<file path="src/rtl/sensor_spi_map.svh">
`ifndef SENSOR_SPI_MAP_SVH
`define SENSOR_SPI_MAP_SVH
// command word fields
`define CMD_ACCEL_BIT 15
`define CMD_SELECT_BIT 14
`define CMD_OFFSET_BIT 13
`define CMD_ADDR_HI 12
`define CMD_ADDR_LO 8
`define CMD_DATA_HI 7
`define CMD_DATA_LO 0
`define CMD_SIGNED_BIT 12
`define CMD_TRIG_BIT 11
`define CMD_ZERO_HI 10
`define CMD_ZERO_LO 3
`define FRAME_BITS 5'h10
// config register fields
`define CFG_SIGNED_BIT 4
`define CFG_TRIG_HI_BIT 2
`define CFG_TRIG_LO_BIT 1
`define CFG_RESET_VAL 8'h00
`define CFG_LOCK_BIT 0
// register addresses
`define ADDR_CONFIG 5'h00
`define ADDR_CONTROL 5'h01
`define ADDR_STATUS 5'h02
`define ADDR_LAST 5'h02
// status register bit of the readback fault
`define STAT_READBACK_BIT 6
// response words
`define RSP_SPI_ERR 16'h1F00
`define RSP_MISO_ERR 16'h0C00
`define RSP_INVALID_REG 16'h0E00
`define RSP_INVALID_ACC 16'h0800
`define RSP_INTERNAL 16'h0900
`define RSP_SELFTEST 16'h2C00
`define RSP_WRITE_OK 16'h4000
`define RSP_READ_OK 16'h0000
`endif

</file>
<file path="src/rtl/sensor_spi_pkg.sv">
package sensor_spi_pkg;
   typedef enum logic [1:0] {
      ST_IDLE = 2'b00,
      ST_SHIFT = 2'b01,
      ST_END = 2'b11
   } frame_state_t;
   typedef enum logic [2:0] {
      CH_X_CANCEL = 3'h0,
      CH_X_RAW = 3'h1,
      CH_Y_CANCEL = 3'h2,
      CH_Y_RAW = 3'h3,
      CH_NONE = 3'h4
   } channel_t;
   typedef struct packed {
      logic [4:0] addr;
      logic [7:0] data;
      logic valid;
   } reg_write_t;
   typedef struct packed {
      logic init_pending;
      logic reset_occurred;
      logic internal_fault;
      logic selftest_fault;
      logic crc_fault;
   } dev_flags_t;
endpackage : sensor_spi_pkg

</file>
<file path="src/rtl/sensor_spi_cmd.sv">
`timescale 1ns/1ps
`default_nettype none
`include "sensor_spi_map.svh"
// Functional notes
// - command bit 15 high means acceleration data request
// - channel and offset select bits pick X/Y, offset-cancelled or raw
// - signed bit checked against config bit 4, trigger bit against config bits 2|1
// - config mismatch flags failure and withholds acceleration data
// - acceleration commands carry odd parity, checked by device
// - valid acceleration answer only with no flag or error pending
// - bit 15 low is register access; select bit 0 read, 1 write
// - register commands carry odd parity, checked by device
// - write carries address in bits 12..8, data in bits 7..0
// - write answer normal only without errors; lock exempts control register
// - write applied after frame ends, dropped on SPI error
// - read carries address in bits 12..8, bits 7..0 zero
// - read answer normal only without SPI, readback or invalid errors
// - exceptions answered by priority; 1-7 block trigger, 4-5 disable pulse code
// - offset and sigma-delta over range affect no output
// - SPI error on clock level, edge count, parity or nonzero fields
// - SPI error answers error word, blocks trigger, spares pulse code
// - every driven MISO bit read back; mismatch sets readback fault
// - readback fault drops acceleration request, answers MISO error
// - readback fault still performs a write that would have been valid, answers MISO error
// - readback fault drops read; status clear-on-read suppressed
// - readback fault held until clean status read
module sensor_spi_cmd (
   input wire logic clock,
   input wire logic arst_n,
   input wire logic sclk,
   input wire logic cs_n,
   input wire logic mosi,
   input wire logic miso_readback,
   input wire sensor_spi_pkg::dev_flags_t dev_flags,
   input wire logic offset_over_range,
   input wire logic sigma_delta_over_range,
   input wire logic [9:0] accel_data,
   output logic miso_out,
   output logic miso_oe,
   output logic [2:0] channel_sel,
   output logic trigger_update,
   output logic pulse_code_enable,
   output logic [7:0] config_register,
   output logic [7:0] control_register,
   output logic status_clear,
   output logic readback_fault_flag
);
   logic [2:0] pins;
   logic sclk_s;
   logic cs_n_s;
   logic mosi_s;
   pin_sync u_sync (
      .clock(clock),
      .arst_n(arst_n),
      .pin_in({sclk, mosi, cs_n}),
      .pin_out(pins)
   );
   // sync resets to 3'h1: chip select must come out of reset idle high
   assign {sclk_s, mosi_s, cs_n_s} = pins;

   // readback is a pin too; own two-stage sync, first stage read only by second
   logic rb_meta_ff, rb_sync_ff;
   always_ff @(posedge clock or negedge arst_n) begin
      if (!arst_n) begin
         rb_meta_ff <= 1'b0;
         rb_sync_ff <= 1'b0;
      end else begin
         rb_meta_ff <= miso_readback;
         rb_sync_ff <= rb_meta_ff;
      end
   end

   function automatic logic is_readable(input logic [4:0] a);
      is_readable = (a <= `ADDR_LAST);
   endfunction : is_readable
   function automatic logic is_writable(input logic [4:0] a);
      is_writable = (a == `ADDR_CONFIG) || (a == `ADDR_CONTROL);
   endfunction : is_writable

   sensor_spi_pkg::frame_state_t state_ff, nxt_state;
   logic sclk_d_ff, nxt_sclk_d;
   logic [15:0] rx_ff, nxt_rx;
   logic [15:0] tx_ff, nxt_tx;
   logic [15:0] rsp_ff, nxt_rsp;
   logic [4:0] edges_ff, nxt_edges;
   logic timing_err_ff, nxt_timing_err;
   logic frame_rb_err_ff, nxt_frame_rb_err;
   logic miso_ff, nxt_miso;
   logic oe_ff, nxt_oe;
   logic [2:0] chan_ff, nxt_chan;
   logic trig_ff, nxt_trig;
   logic pcm_ff, nxt_pcm;
   logic [7:0] cfg_ff, nxt_cfg;
   logic [7:0] ctl_ff, nxt_ctl;
   logic clr_ff, nxt_clr;
   logic rbf_ff, nxt_rbf;

   wire sclk_rise = sclk_s && !sclk_d_ff;
   wire sclk_fall = !sclk_s && sclk_d_ff;

   // frame decode, used when cs_n rises
   logic [15:0] cmd;
   logic is_accel, is_write, parity_ok, spi_err, invalid_reg, mismatch, miso_err;
   logic cfg_lock;
   logic [4:0] addr;
   always_comb begin
      cmd = rx_ff;
      addr = cmd[`CMD_ADDR_HI:`CMD_ADDR_LO];
      is_accel = cmd[`CMD_ACCEL_BIT];
      is_write = !is_accel && cmd[`CMD_SELECT_BIT];
      parity_ok = ^cmd;
      cfg_lock = cfg_ff[`CFG_LOCK_BIT];
      spi_err = timing_err_ff || sclk_s || (edges_ff != `FRAME_BITS) || !parity_ok;
      if (is_accel && (cmd[`CMD_ZERO_HI:`CMD_ZERO_LO] != 8'h00)) begin
         spi_err = 1'b1;
      end
      if (!is_accel && !is_write && (cmd[`CMD_DATA_HI:`CMD_DATA_LO] != 8'h00)) begin
         spi_err = 1'b1;
      end
      mismatch = is_accel && ((cmd[`CMD_SIGNED_BIT] != cfg_ff[`CFG_SIGNED_BIT]) ||
         (cmd[`CMD_TRIG_BIT] != (cfg_ff[`CFG_TRIG_HI_BIT] | cfg_ff[`CFG_TRIG_LO_BIT])));
      invalid_reg = 1'b0;
      if (!is_accel && is_write) begin
         invalid_reg = !is_writable(addr) || (cfg_lock && addr != `ADDR_CONTROL);
      end else if (!is_accel) begin
         invalid_reg = !is_readable(addr);
      end
      miso_err = frame_rb_err_ff || (oe_ff && (rb_sync_ff != miso_ff));
   end

   always_comb begin
      nxt_state = state_ff;
      nxt_sclk_d = sclk_s;
      nxt_rx = rx_ff;
      nxt_tx = tx_ff;
      nxt_rsp = rsp_ff;
      nxt_edges = edges_ff;
      nxt_timing_err = timing_err_ff;
      nxt_frame_rb_err = frame_rb_err_ff;
      nxt_miso = miso_ff;
      nxt_oe = oe_ff;
      nxt_chan = chan_ff;
      nxt_trig = 1'b0;
      nxt_pcm = !(dev_flags.init_pending || dev_flags.reset_occurred);
      nxt_cfg = cfg_ff;
      nxt_ctl = ctl_ff;
      nxt_clr = 1'b0;
      nxt_rbf = rbf_ff;
      case (state_ff)
         sensor_spi_pkg::ST_IDLE: begin
            nxt_oe = 1'b0;
            if (!cs_n_s) begin
               nxt_state = sensor_spi_pkg::ST_SHIFT;
               nxt_timing_err = sclk_s;
               nxt_edges = 5'h00;
               nxt_frame_rb_err = 1'b0;
               nxt_tx = {rsp_ff[14:0], 1'b0};
               nxt_miso = rsp_ff[15];
               nxt_oe = 1'b1;
            end
         end
         sensor_spi_pkg::ST_SHIFT: begin
            if (sclk_rise) begin
               nxt_rx = {rx_ff[14:0], mosi_s};
               nxt_edges = (edges_ff == 5'h1F) ? edges_ff : edges_ff + 5'h01;
               // bit driven was settled for half a period; compare now
               if (rb_sync_ff != miso_ff) begin
                  nxt_frame_rb_err = 1'b1;
               end
            end
            if (sclk_fall) begin
               nxt_miso = tx_ff[15];
               nxt_tx = {tx_ff[14:0], 1'b0};
            end
            if (cs_n_s) begin
               nxt_state = sensor_spi_pkg::ST_END;
               nxt_oe = 1'b0;
            end
         end
         sensor_spi_pkg::ST_END: begin
            nxt_state = sensor_spi_pkg::ST_IDLE;
            if (miso_err) begin
               nxt_rbf = 1'b1;
            end
            // priority: spi, readback, invalid, flags, then normal
            if (spi_err) begin
               nxt_rsp = `RSP_SPI_ERR;
            end else if (miso_err) begin
               nxt_rsp = `RSP_MISO_ERR;
               // only a write that would have been valid is carried out
               if (is_write && !invalid_reg) begin
                  nxt_cfg = (addr == `ADDR_CONFIG) ? cmd[7:0] : cfg_ff;
                  nxt_ctl = (addr == `ADDR_CONTROL) ? cmd[7:0] : ctl_ff;
               end
            end else if (is_accel) begin
               if (mismatch) begin
                  nxt_rsp = `RSP_INVALID_ACC;
               end else if (dev_flags.init_pending || dev_flags.reset_occurred ||
                            dev_flags.crc_fault || dev_flags.internal_fault) begin
                  nxt_rsp = `RSP_INTERNAL;
               end else if (dev_flags.selftest_fault) begin
                  nxt_rsp = `RSP_SELFTEST;
               end else begin
                  // over range flags deliberately unused here
                  nxt_rsp = {4'h8, 2'b00, accel_data};
                  nxt_trig = 1'b1;
                  nxt_chan = {1'b0, cmd[`CMD_SELECT_BIT], cmd[`CMD_OFFSET_BIT]};
               end
            end else if (invalid_reg) begin
               nxt_rsp = `RSP_INVALID_REG;
            end else if (is_write) begin
               nxt_rsp = `RSP_WRITE_OK | {8'h00, cmd[7:0]};
               nxt_cfg = (addr == `ADDR_CONFIG) ? cmd[7:0] : cfg_ff;
               nxt_ctl = (addr == `ADDR_CONTROL) ? cmd[7:0] : ctl_ff;
            end else begin
               if (addr == `ADDR_CONFIG) begin
                  nxt_rsp = `RSP_READ_OK | {8'h00, cfg_ff};
               end else if (addr == `ADDR_CONTROL) begin
                  nxt_rsp = `RSP_READ_OK | {8'h00, ctl_ff};
               end else begin
                  nxt_rsp = `RSP_READ_OK | {8'h00, 1'b0, rbf_ff, 6'h00};
                  nxt_clr = 1'b1;
                  nxt_rbf = 1'b0;
               end
            end
         end
         default: begin
            nxt_state = sensor_spi_pkg::ST_IDLE;
         end
      endcase
   end

   always_ff @(posedge clock or negedge arst_n) begin
      if (!arst_n) begin
         state_ff <= sensor_spi_pkg::ST_IDLE;
         sclk_d_ff <= 1'b0;
         rx_ff <= 16'h0000;
         tx_ff <= 16'h0000;
         rsp_ff <= `RSP_SPI_ERR;
         edges_ff <= 5'h00;
         timing_err_ff <= 1'b0;
         frame_rb_err_ff <= 1'b0;
         miso_ff <= 1'b0;
         oe_ff <= 1'b0;
         chan_ff <= sensor_spi_pkg::CH_NONE;
         trig_ff <= 1'b0;
         pcm_ff <= 1'b0;
         cfg_ff <= `CFG_RESET_VAL;
         ctl_ff <= 8'h00;
         clr_ff <= 1'b0;
         rbf_ff <= 1'b0;
      end else begin
         state_ff <= nxt_state;
         sclk_d_ff <= nxt_sclk_d;
         rx_ff <= nxt_rx;
         tx_ff <= nxt_tx;
         rsp_ff <= nxt_rsp;
         edges_ff <= nxt_edges;
         timing_err_ff <= nxt_timing_err;
         frame_rb_err_ff <= nxt_frame_rb_err;
         miso_ff <= nxt_miso;
         oe_ff <= nxt_oe;
         chan_ff <= nxt_chan;
         trig_ff <= nxt_trig;
         pcm_ff <= nxt_pcm;
         cfg_ff <= nxt_cfg;
         ctl_ff <= nxt_ctl;
         clr_ff <= nxt_clr;
         rbf_ff <= nxt_rbf;
      end
   end

   assign miso_out = miso_ff;
   assign miso_oe = oe_ff;
   assign channel_sel = chan_ff;
   assign trigger_update = trig_ff;
   assign pulse_code_enable = pcm_ff;
   assign config_register = cfg_ff;
   assign control_register = ctl_ff;
   assign status_clear = clr_ff;
   assign readback_fault_flag = rbf_ff;

   wire at_end = (state_ff == sensor_spi_pkg::ST_END);
endmodule : sensor_spi_cmd
`default_nettype wire

</file>
<file path="src/rtl/pin_sync.sv">
`timescale 1ns/1ps
`default_nettype none
module pin_sync (
   input wire logic clock,
   input wire logic arst_n,
   input wire logic [2:0] pin_in,
   output logic [2:0] pin_out
);
   logic [2:0] meta_ff;
   logic [2:0] sync_ff;
   logic [2:0] nxt_meta;
   logic [2:0] nxt_sync;
   always_comb begin
      nxt_meta = pin_in;
      nxt_sync = meta_ff;
   end
   always_ff @(posedge clock or negedge arst_n) begin
      if (!arst_n) begin
         meta_ff <= 3'h1;
         sync_ff <= 3'h1;
      end else begin
         meta_ff <= nxt_meta;
         sync_ff <= nxt_sync;
      end
   end
   assign pin_out = sync_ff;
endmodule : pin_sync
`default_nettype wire

</file>
<file path="config.mk">
export PLATFORM = sky130hd
export DESIGN_NAME = sensor_spi_cmd
export DESIGN_NICKNAME = d
export VERILOG_FILES = /design/src/rtl/sensor_spi_pkg.sv /design/src/rtl/sensor_spi_cmd.sv /design/src/rtl/pin_sync.sv
export VERILOG_INCLUDE_DIRS = /design/src /design/src/rtl
export SDC_FILE = /design/constraint.sdc
export NUM_CORES = 1
export LEC_CHECK = 0
export BUFFER_PORTS_ARGS = -buffer_cell sky130_fd_sc_hd__buf_2
export CORE_MARGIN = 2
export CORE_UTILIZATION = 29
export CTS_CLUSTER_SIZE = 28
export DETAILED_ROUTE_END_ITERATION = 10
export PLACE_DENSITY_LB_ADDON = 0.05
export SLEW_MARGIN = 15
export SYNTH_ARGS = -nofsm -noshare
export SYNTH_HDL_FRONTEND = slang
export SYNTH_SLANG_ARGS = --single-unit
</file>
<file path="constraint.sdc">
create_clock -name clock -period 3.1 [get_ports clock]
set_input_delay 0.155 -clock clock [delete_from_list [all_inputs] [get_ports clock]]
set_output_delay 0.155 -clock clock [all_outputs]
set_load 0.02 [all_outputs]
</file>
* Yosys cells after proc, flatten, opt, wreduce, memory -nomap -nowiden
Cells that the tools add are included.
** Word-level totals
- Bits in latches :: 0
- Input port bits :: 23
- Output and inout bits :: 25
- Memory bits (writable) :: 0
- Logic and storage cells :: 163
- Register bits :: 91
- Memories kept :: 0
- Memory bits (read-only) :: 0
** Cells by class
- Shift operators :: 0
- Div/mod/pow operators :: 0
- Reductions and logical operators :: 46
- Bitwise logic cells :: 7
- Equality and inequality tests :: 18
- Add/sub/neg operators :: 1
- Magnitude comparators :: 1
- Multiplexer cells :: 69
- $mul :: 0
** Operator list (number)
- 2-to-1 mux 16 bit :: 8
- 2-to-1 mux 8 bit :: 14
- 2-to-1 mux 1 bit :: 34
- case mux 16 bit (2 select lines) :: 1
- 2-to-1 mux 15 bit :: 2
- nonzero test 8 bit :: 2
- XOR reduction 16 bit :: 1
- 2-to-1 mux 5 bit :: 3
- logical AND 1 bit :: 11
- logical OR 1 bit :: 10
- inequality test 2 bit, second input constant :: 5
- case mux 5 bit (2 select lines) :: 1
- zero test 1 bit :: 9
- inequality test 2 x 1 -> 1 bit, second input constant :: 4
- AND reduction 2 bit :: 4
- AND reduction 4 bit :: 2
- AND reduction 7 bit :: 1
- inverter 1 bit :: 6
- case mux 1 bit (2 select lines) :: 3
- AND reduction 6 bit :: 1
- adder 5 x 1 -> 5 bit, second input constant :: 1
- equality test 5 x 1 -> 1 bit, second input constant :: 1
- equality test 5 bit, second input constant :: 1
- <= comparator 5 x 2 -> 1 bit, second input constant :: 1
- other kinds (12) :: 16

* Longest topological paths before layout
Gate-level depths: netlist (run 1).
- Depth in word-level cells :: 11
- Mapped depth :: 8
- Depth with buffers taken out :: 7

* Hierarchy
Synthesis (run 1) repeated with hierarchy kept, for this count alone.
** Second synthesis, totals
- Cells, all modules :: 395
- Area, all modules :: 4362.9 µm²
** Modules (own cells, without submodules)
- sensor_spi_cmd :: seq. area each 2109.5 µm², cells each 389, area an instance 4210.3 µm², instances 1
- pin_sync :: seq. area each 152.6 µm², cells each 6, area an instance 152.6 µm², instances 1

* Least setup slack after synthesis (run 1)
OpenSTA, ideal clock, no wires.
- Kind :: register to register
- From :: reg rx_ff[15], in the netlist cmd[15]
- To :: reg ctl_ff[0], in the netlist control_register[0]
- Required time :: 2.975 ns
- Cell stages (with the launch flop) :: 8
- Path slack :: 0.506 ns
- Period minus slack after synthesis :: 2.594 ns
- Arrival :: 2.469 ns
- Path buffers :: 0
- Library setup time :: 0.125 ns
- Cell sequence :: dfrtp_1 > clkinv_1 > ha_1 > xnor2_1 > xnor3_1 > xnor2_2 > nor4_4 > mux2_2
** Between the ends
- Cells in the longest elaborated chain, start to end :: 8
- Elaborated cells on any way between the ends :: 22
- Those cells by class :: eq/ne: 3; mux: 4; bitwise: 1; reduce/logical: 14
** RTL lines
- from (decl) :: RTL line sensor_spi_cmd.sv:82 : logic [15:0] rx_ff, nxt_rx;
- from (signal assigned) :: RTL line sensor_spi_cmd.sv:255 : rx_ff <= nxt_rx;
- parallel branches: the longest is 7 deep, another holds XOR reduction 16 bit
- AND reduction 6 bit (no source line) *
- to (signal assigned) :: RTL line sensor_spi_cmd.sv:267 : ctl_ff <= nxt_ctl;
- to (decl) :: RTL line sensor_spi_cmd.sv:94 : logic [7:0] ctl_ff, nxt_ctl;
Every way passes the cells marked *.
A chain may end at the register's enable or synchronous reset.

* Final worst setup path (run 1)
- From :: reg rx_ff[4], in the netlist cmd[4]
- To :: reg chan_ff[1], in the netlist channel_sel[1]
** Between the ends
- Cells in the longest elaborated chain, start to end :: 7
- Elaborated cells on any way between the ends :: 11
- Those cells by class :: mux: 2; bitwise: 1; reduce/logical: 8
** RTL lines
- XOR reduction 16 bit :: RTL line sensor_spi_cmd.sv:111 : parity_ok = ^cmd;
- zero test 1 bit :: RTL line sensor_spi_cmd.sv:113 : spi_err = timing_err_ff || sclk_s || (edges_ff != `FRAME_BITS) || !parity_ok;
- logical OR 1 bit :: RTL line sensor_spi_cmd.sv:113
- 2-to-1 mux 1 bit :: RTL line sensor_spi_cmd.sv:114 : if (is_accel && (cmd[`CMD_ZERO_HI:`CMD_ZERO_LO] != 8'h00)) begin
- 2-to-1 mux 1 bit * :: RTL line sensor_spi_cmd.sv:117 : if (!is_accel && !is_write && (cmd[`CMD_DATA_HI:`CMD_DATA_LO] != 8'h00)) begin
- inverter 1 bit (no source line) *
- AND reduction 7 bit (no source line) *
- to (signal assigned) :: RTL line sensor_spi_cmd.sv:245 : chan_ff <= sensor_spi_pkg::CH_NONE;
- to (signal assigned) :: RTL line sensor_spi_cmd.sv:263 : chan_ff <= nxt_chan;
- to (decl) :: RTL line sensor_spi_cmd.sv:90 : logic [2:0] chan_ff, nxt_chan;
Every way passes the cells marked *; elsewhere a longest branch is shown, timed or not.

==> results of run 1 <==
-- cells in the mapped netlist (all sizes together) (2+ instances only) --
library cell / n
dfstp: 8
xor2: 6
inv: 33
a22oi: 8
buf: 5
nor4bb: 3
clkbuf: 13
a21o: 2
nor3: 5
xnor2: 4
nor4b: 2
o21ai: 36
a21oi: 11
o32ai: 8
nand3: 2
nor2b: 4
nand4: 2
mux2i: 16
o31ai: 3
o221ai: 3
dfrtp: 82
nand2: 38
nor2: 17
nand2b: 2
a22o: 18
nor4: 6
or3: 3
ha: 14
and3: 3
mux2: 20
-- power groups by stage --
stage	registers, µW	clock network [µW]	logic [µW]
after floorplan	1440	0	765
after detailed placement	1490	0	1050
final	1470	1090	1030
after CTS	1470	1130	1060
after global placement	1490	0	1040
after global routing	1490	1180	1160
-- layer usage --
layer	GRT usage (%)	wire (µm)	vias to the layer above
li1	-	-	1511
met1	19.59	5205	1484
met2	23.21	5038	49
met3	4.151	407	7
met4	3.137	95	0
met5	0	0	-
-- worst register-to-register path, cell delays in order, from the launching register on --
cell	delay, ps
sky130_fd_sc_hd__dfrtp_1	440
sky130_fd_sc_hd__inv_1	90
sky130_fd_sc_hd__ha_1	330
sky130_fd_sc_hd__xor2_1	190
sky130_fd_sc_hd__xnor3_1	460
sky130_fd_sc_hd__xnor2_2	440
sky130_fd_sc_hd__and4bb_2	340
sky130_fd_sc_hd__mux2_1	310
-- repair_timing --
action,4_1_cts,5_1_grt
endpoints found under the hold margin,55,0
setup buffers,0,0
hold buffers,7,0
-- metrics by stage --
step | area [µm²] | power [µW] | hold slack [ps]
final | 5145 | 3592 | 152.8
after global routing | 5145 | 3835 | 159.1
after CTS | 5145 | 3663 | 130.3
after detailed placement | 4781 | 2542 | 264.3
after global placement | 4781 | 2535 | 264.0
after floorplan | 4273 | 2206 | -140.6
-- placed cells by master, fill, tap and decap left out, types with 15 or more instances in the layout --
cell,count
sky130_fd_sc_hd__a22o_1,18
sky130_fd_sc_hd__mux2i_1,16
sky130_fd_sc_hd__inv_1,33
sky130_fd_sc_hd__nor2_1,16
sky130_fd_sc_hd__nand2_1,38
sky130_fd_sc_hd__o21ai_0,36
sky130_fd_sc_hd__buf_2,44
sky130_fd_sc_hd__dfrtp_1,82
sky130_fd_sc_hd__mux2_2,18
sky130_fd_sc_hd__buf_4,15
-- registers in the layout, indices dropped and copies added (netlist names), 2 cells and up --
register,flops
tx_ff,15
cmd,16
u_sync.meta_ff,3
channel_sel,3
u_sync.pin_out,3
rsp_ff,16
control_register,8
state_ff,2
edges_ff,5
config_register,8
-- final cells by class --
cell class | count | area [µm²] | share of cell area, %
timing repair buffer | 66 | 402.9 | 7.831
clock inverter | 6 | 65.06 | 1.265
clock buffer | 10 | 229.0 | 4.450
sequential | 90 | 2262 | 43.97
inverter | 34 | 127.6 | 2.481
multi-input combinational | 248 | 1828 | 35.53
tap | 184 | 230.2 | 4.475
-- worst min-delay path by stage --
stage,slack (ps),end,depth (start not counted)
floorplan,-140,channel_sel[0]$_DFFE_PN0P_,0
global placement,260,u_sync.meta_ff[0]$_DFF_PN1_,1
detailed placement,260,u_sync.meta_ff[1]$_DFF_PN0_,1
CTS,130,rsp_ff[8]$_DFFE_PN1N_,4
global route,160,rsp_ff[8]$_DFFE_PN1N_,4
finish,150,rsp_ff[8]$_DFFE_PN1N_,4
-- cells by family (layout without fill, tap and decap cells) --
| group | count (synthesis) | after routing | share of synthesized area, % |
|---|---|---|---|
| buf+inv | 52 | 116 | 4.831 |
| simple gates | 91 | 91 | 11.22 |
| compound gates | 96 | 96 | 15.14 |
| mux | 36 | 36 | 9.019 |
| flops | 90 | 90 | 52.94 |
| fa+ha+maj | 14 | 14 | 4.100 |
| xor+xnor | 11 | 11 | 2.753 |
==> run_results.csv, run 1 <==
group,metric,value,unit
synth,asyncSetResetFlopFracSynth,100.0,%
cells_and_area,num-fill-cells,1470,
critical_path,rrSetupSlack,400,ps
cts,clock-sinks,90,
worst_hold_path,hold_path.class,"in2reg",
synth,syn_nets,427,
grt,gr-usage-all-layers,14.47,%
place,place.port_buffers,45,
critical_path,r2r-end,"channel_sel[1]$_DFFE_PN0P_",
route,post_route_antenna_net_violation_count,0,
cts,clock_path_buffers,2,
critical_path,cp_cell_sequence,"inv_1 > ha_1 > xor2_1 > xnor3_1 > xnor2_2 > and4bb_2 > mux2_1",
die,floorplan.rows,44,
timing,setup_viol,0,
die,initial_core_util,29.51,%
critical_path,critical_path_depth,7,
critical_path,worst-setup-path-type,"reg2reg",
flow_run,max-cap-violations,0,
power_and_ir_drop,seq_power_share,40.8,%
grt,grt_first_pass_wirelength,17600,µm
timing,finalCritPeriodShare,87.24,%
cells_and_area,n_diodes,0,
timing,rsz0062_at_grt,"no",
cts,clock_tree.root_cell,"sky130_fd_sc_hd__clkbuf_16",
route,route.detailed.drc,0,
die,fp.coreArea,14480,µm²
timing,timing.slew.headroom,46.89,%
critical_path,reg2reg_from,"cmd[4]$_DFFE_PN0P_",
synth,main_flop_type_after_synthesis,"sky130_fd_sc_hd__dfrtp_1",
critical_path,crit_arrival,2930,ps
timing,max_slew.worst_pin.slew,789.4,ps
power_and_ir_drop,powerDensity,698.2,nW/µm²
place,dpl.hpwl,7755,µm
critical_path,startpoint_type,"register",
power_and_ir_drop,power.share.clock,30.4,%
critical_path,critPathTopFamily,"XOR/XNOR gates",
power_and_ir_drop,vdd_ir_max,521.2,µV
timing,final_hold_viol_count,0,
synth,synth_warnings,0,
cts,worstSkewPairLatency,340,ps
route,routedWlPerCell,16.84,µm
timing,timing.final.crit_period,2704,ps
cts,cts_resized,0,
critical_path,startpoint_of_the_most_critical_setup_path,"cmd[4]$_DFFE_PN0P_",
critical_path,critPathCaptureType,"register",
route,router_iterations_before_antenna_repair,4,
synth,synth_edf_count,0,
cts,cts-htree-levels,3,
critical_path,cp_data_required_time,3320,ps
synth,syn_std_cell_area,4273,µm²
cells_and_area,final_nets,486,
critical_path,slowest_delay,460,ps
timing,finClkSkew,8.190,ps
cells_and_area,final_core_utilization,35.53,%
die,die_y,125.4,µm
synth,netlist_top_cells_area,"sky130_fd_sc_hd__dfrtp_1 (48%), sky130_fd_sc_hd__dfstp_2 (4.9%), sky130_fd_sc_hd__mux2_2 (4.7%)",
critical_path,worst-path-max-fanout,6,
power_and_ir_drop,power.net_switching,1243,µW
power_and_ir_drop,leak_pwr,0.002474,µW
route,totalWireLength,10750,µm
critical_path,worst_r2r_path_depth,7,
grt,first_global_vias,3100,
grt,antenna_found_initial,0,
synth,synth_cells,390,
critical_path,crit_end,"channel_sel[1]$_DFFE_PN0P_",
synth,yosysSeqAreaShare,52.94,%
place,gp_routability_congestion,0.7593,
synth,yosys.area.top_type,"sky130_fd_sc_hd__dfrtp_1",
cts,tritoncts.num_buffers,9,
die,design.die.area,15720,µm²
route,drtIter0Drc,169,
cells_and_area,flow.area_growth_from_synthesis,20.41,%
die,die-width,125.4,µm
timing,timing.fmax,369.8,MHz
timing,timing.final.ws_setup,395.7,ps
power_and_ir_drop,cell_internal_pwr,2349,µW
critical_path,worstPathBufferInverterCount,1,
synth,yosysTopAreaCellShare,48.02,%
place,placed_cells_incl_taps,615,
route,route.vias.total,3051,
die,ios,48,
synth,synth-seq-cells,90,
power_and_ir_drop,combinationalPowerShare,28.8,%
grt,grt_max_degree,61,
power_and_ir_drop,swShare,34.61,%
synth,syn_area_per_cell,10.96,µm²
timing,timing.final.max_slew_violations,0,
cells_and_area,drive_above_1_share,24.01,%
cts,cts_tree,"built",
critical_path,critical-path-slowest-cell,"sky130_fd_sc_hd__xnor3_1",
cells_and_area,layoutNonFillerInstCount,638,
worst_hold_path,hold_start,"dev_flags[1]",
synth,synth.lib_cells_used.distinct,47,
timing,final.setup.tns,0,ps
place,detailedPlace.worstSlack,352.3,ps
outcome,status,"finished clean",
cts,register_clock_pin_slew_on_the_reported_worst_setup_and_hold_paths,60,ps
route,route.detailed.vias_per_inst,4.782,
grt,gr-total-overflow,0,
(Power assumes the default switching activity.)
==> run 2, diff against run 1 <==
--- a/config.mk
+++ b/config.mk
@@ -11,8 +11,11 @@
 export CORE_UTILIZATION = 29
 export CTS_CLUSTER_SIZE = 28
 export DETAILED_ROUTE_END_ITERATION = 10
+export MAX_ROUTING_LAYER = met4
 export PLACE_DENSITY_LB_ADDON = 0.05
+export RECOVER_POWER = 100
 export SLEW_MARGIN = 15
 export SYNTH_ARGS = -nofsm -noshare
 export SYNTH_HDL_FRONTEND = slang
 export SYNTH_SLANG_ARGS = --single-unit
+export TNS_END_PERCENT = 50
==> run 2 against run 1 <==
Effect of this change:
- the run now ends with max-capacitance violations, max-slew violations left
- highest routed layer unchanged
- die area is the same
- setup slack worse by 55 ps
- critical endpoint is now config_register[7]$_DFFE_PN0P_
- clock-buffer cell count unchanged
- final cell count unchanged
- clock power about the same
- flip-flop and latch count is the same
- global-route usage grew 0.47 points
- largest power group unchanged
- via count shrank 0.33%
- sequential power barely moved
==> run_results.csv, run 2 (synthesis gave the netlist of run 1 again) <==
group,metric,value,unit
timing,whs,152.6,ps
cts,post-cts-setup-buffers,0,
timing,finClkSkew,8.789,ps
timing,rsz0062_at_grt,"no",
die,floorplan.rows,44,
cts,register_clock_pin_slew_on_the_reported_worst_setup_and_hold_paths,60,ps
cts,clock_tree.root_cell,"sky130_fd_sc_hd__clkbuf_16",
cells_and_area,flow.area_growth_from_synthesis,18.59,%
route,router_iterations_before_antenna_repair,4,
cells_and_area,layoutNonFillerInstCount,638,
critical_path,cp_data_required_time,3330,ps
cts,clock-sinks,90,
die,ios,48,
die,design.die.area,15720,µm²
power_and_ir_drop,vdd_ir_max,509.8,µV
critical_path,startpoint_type,"register",
cts,cts-htree-levels,3,
grt,first_global_vias,3107,
place,gp_routability_congestion,0.7693,
timing,finalCritPeriodShare,89.00,%
grt,grt_first_pass_wirelength,17600,µm
critical_path,crit_arrival,2990,ps
critical_path,worst-path-max-fanout,8,
cts,tritoncts.num_buffers,9,
timing,final_hold_viol_count,0,
route,totalWireLength,10760,µm
cts,holdBufCountCts,7,
timing,timing.final.ws_setup,340.9,ps
cells_and_area,num-fill-cells,1475,
cts,cts_resized,0,
place,detailedPlace.worstSlack,352.3,ps
route,routedWlPerCell,16.86,µm
critical_path,critical-path-slowest-cell,"sky130_fd_sc_hd__xnor3_1",
critical_path,slowest_delay,460,ps
flow_run,max-cap-violations,1,
cts,clock_path_buffers,2,
critical_path,cp_cell_sequence,"inv_1 > ha_1 > xor2_1 > xnor3_1 > xnor2_2 > nor4_4 > clkbuf_2 > mux2_2",
grt,antenna_found_initial,0,
cells_and_area,n_diodes,0,
route,post_route_antenna_net_violation_count,0,
grt,grt_max_degree,61,
cells_and_area,final_nets,486,
cells_and_area,final_common_cell,"sky130_fd_sc_hd__dfrtp_1",
power_and_ir_drop,leak_pwr,0.002343,µW
critical_path,critPathCaptureType,"register",
power_and_ir_drop,powerDensity,703.9,nW/µm²
grt,gr-total-overflow,0,
critical_path,worst-setup-path-type,"reg2reg",
cells_and_area,highest_count_cells_in_the_layout_ignoring_fill_and_taps,"sky130_fd_sc_hd__dfrtp_1 (82), sky130_fd_sc_hd__nand2_1 (38), sky130_fd_sc_hd__o21ai_0 (36)",
place,place.port_buffers,45,
power_and_ir_drop,finalPower,3567,µW
die,initial_core_util,29.51,%
worst_hold_path,hold_path.class,"in2reg",
outcome,status,"complete, but fails checks",
timing,timing.final.max_slew_violations,61,
route,route.detailed.drc,0,
place,dpl.hpwl,7755,µm
route,route.vias.total,3041,
timing,timing.slew.headroom,-2.080,%
die,fp.coreArea,14480,µm²
timing,max_slew.worst_pin.slew,1531,ps
cells_and_area,drive_above_1_share,16.74,%
outcome,violations,"max-capacitance violations, max-slew violations",
cts,cts_tree,"built",
timing,setup_viol,0,
place,placed_cells_incl_taps,615,
grt,gr-usage-all-layers,14.94,%
timing,final.setup.tns,0,ps
route,route.detailed.vias_per_inst,4.766,
die,die_y,125.4,µm
timing,timing.fmax,362.4,MHz
route,drtIter0Drc,155,
timing,timing.final.crit_period,2759,ps
die,die-width,125.4,µm
cts,worstSkewPairLatency,340,ps
[run 2: changes by cell type in the layout (fill, tap and decap cells not counted), sizes merged]
cell	before	now
clkbuf	10	44
buf	59	25
[run 2: worst max-delay path: cells and delay by family (launching register included)]
family	cells	cell delay, ps
XOR/XNOR	3	890
flip-flops	1	450
buffers and inverters	2	380
multiplexers	1	370
adder cells (fa/ha/maj)	1	310
AND/OR/NAND/NOR	1	230
[run 2: path summary, 6_finish.rpt]
kind / cells after the start / slack [ps] / to / from
setup / recovery: 8 / 340 / config_register[7]$_DFFE_PN0P_ / cmd[5]$_DFFE_PN0P_
hold / removal: 4 / 150 / rsp_ff[8]$_DFFE_PN1N_ / dev_flags[1]
setup reg to reg: 8 / 340 / config_register[7]$_DFFE_PN0P_ / cmd[5]$_DFFE_PN0P_
hold reg to reg: 0 / 350 / u_sync.pin_out[2]$_DFF_PN0_ / u_sync.meta_ff[2]$_DFF_PN0_
max in group asynchronous: 3 / 860 / config_register[6]$_DFFE_PN0P_ / arst_n
min in group asynchronous: 2 / 720 / pulse_code_enable$_DFF_PN0_ / arst_n
[run 2: power breakdown]
part | switching, µW | leakage (µW) | internal [µW]
Clock | 459 | 0.000143 | 626
Sequential | 150 | 0.00118 | 1320
Combinational | 619 | 0.00102 | 397
[run 2: metal layers]
metal  track usage (%)  part of all wire, %  up-vias
met5                 -                    0        -
met4             3.137                 0.91        0
met3             4.022                  3.1        8
met2             23.21                   47       40
met1             19.75                   49     1482
li1                  -                    -     1511
[run 2: layout make-up]
class,instances,area [µm²],area share [%]
clock buffers,10,229.0,4.519
clock inverters,6,65.06,1.284
inverters,34,127.6,2.519
multi-input cells,248,1810,35.73
flip-flops and latches,90,2262,44.64
well taps,184,230.2,4.543
repair buffers,66,342.8,6.765
[run 2: through the flow]
stage / util (%) / instance area, µm²
final: 35.00 / 5067
after global routing: 35.00 / 5067
after CTS: 35.53 / 5145
after detailed placement: 33.02 / 4781
after global placement: 33.02 / 4781
after floorplan: - / 4273
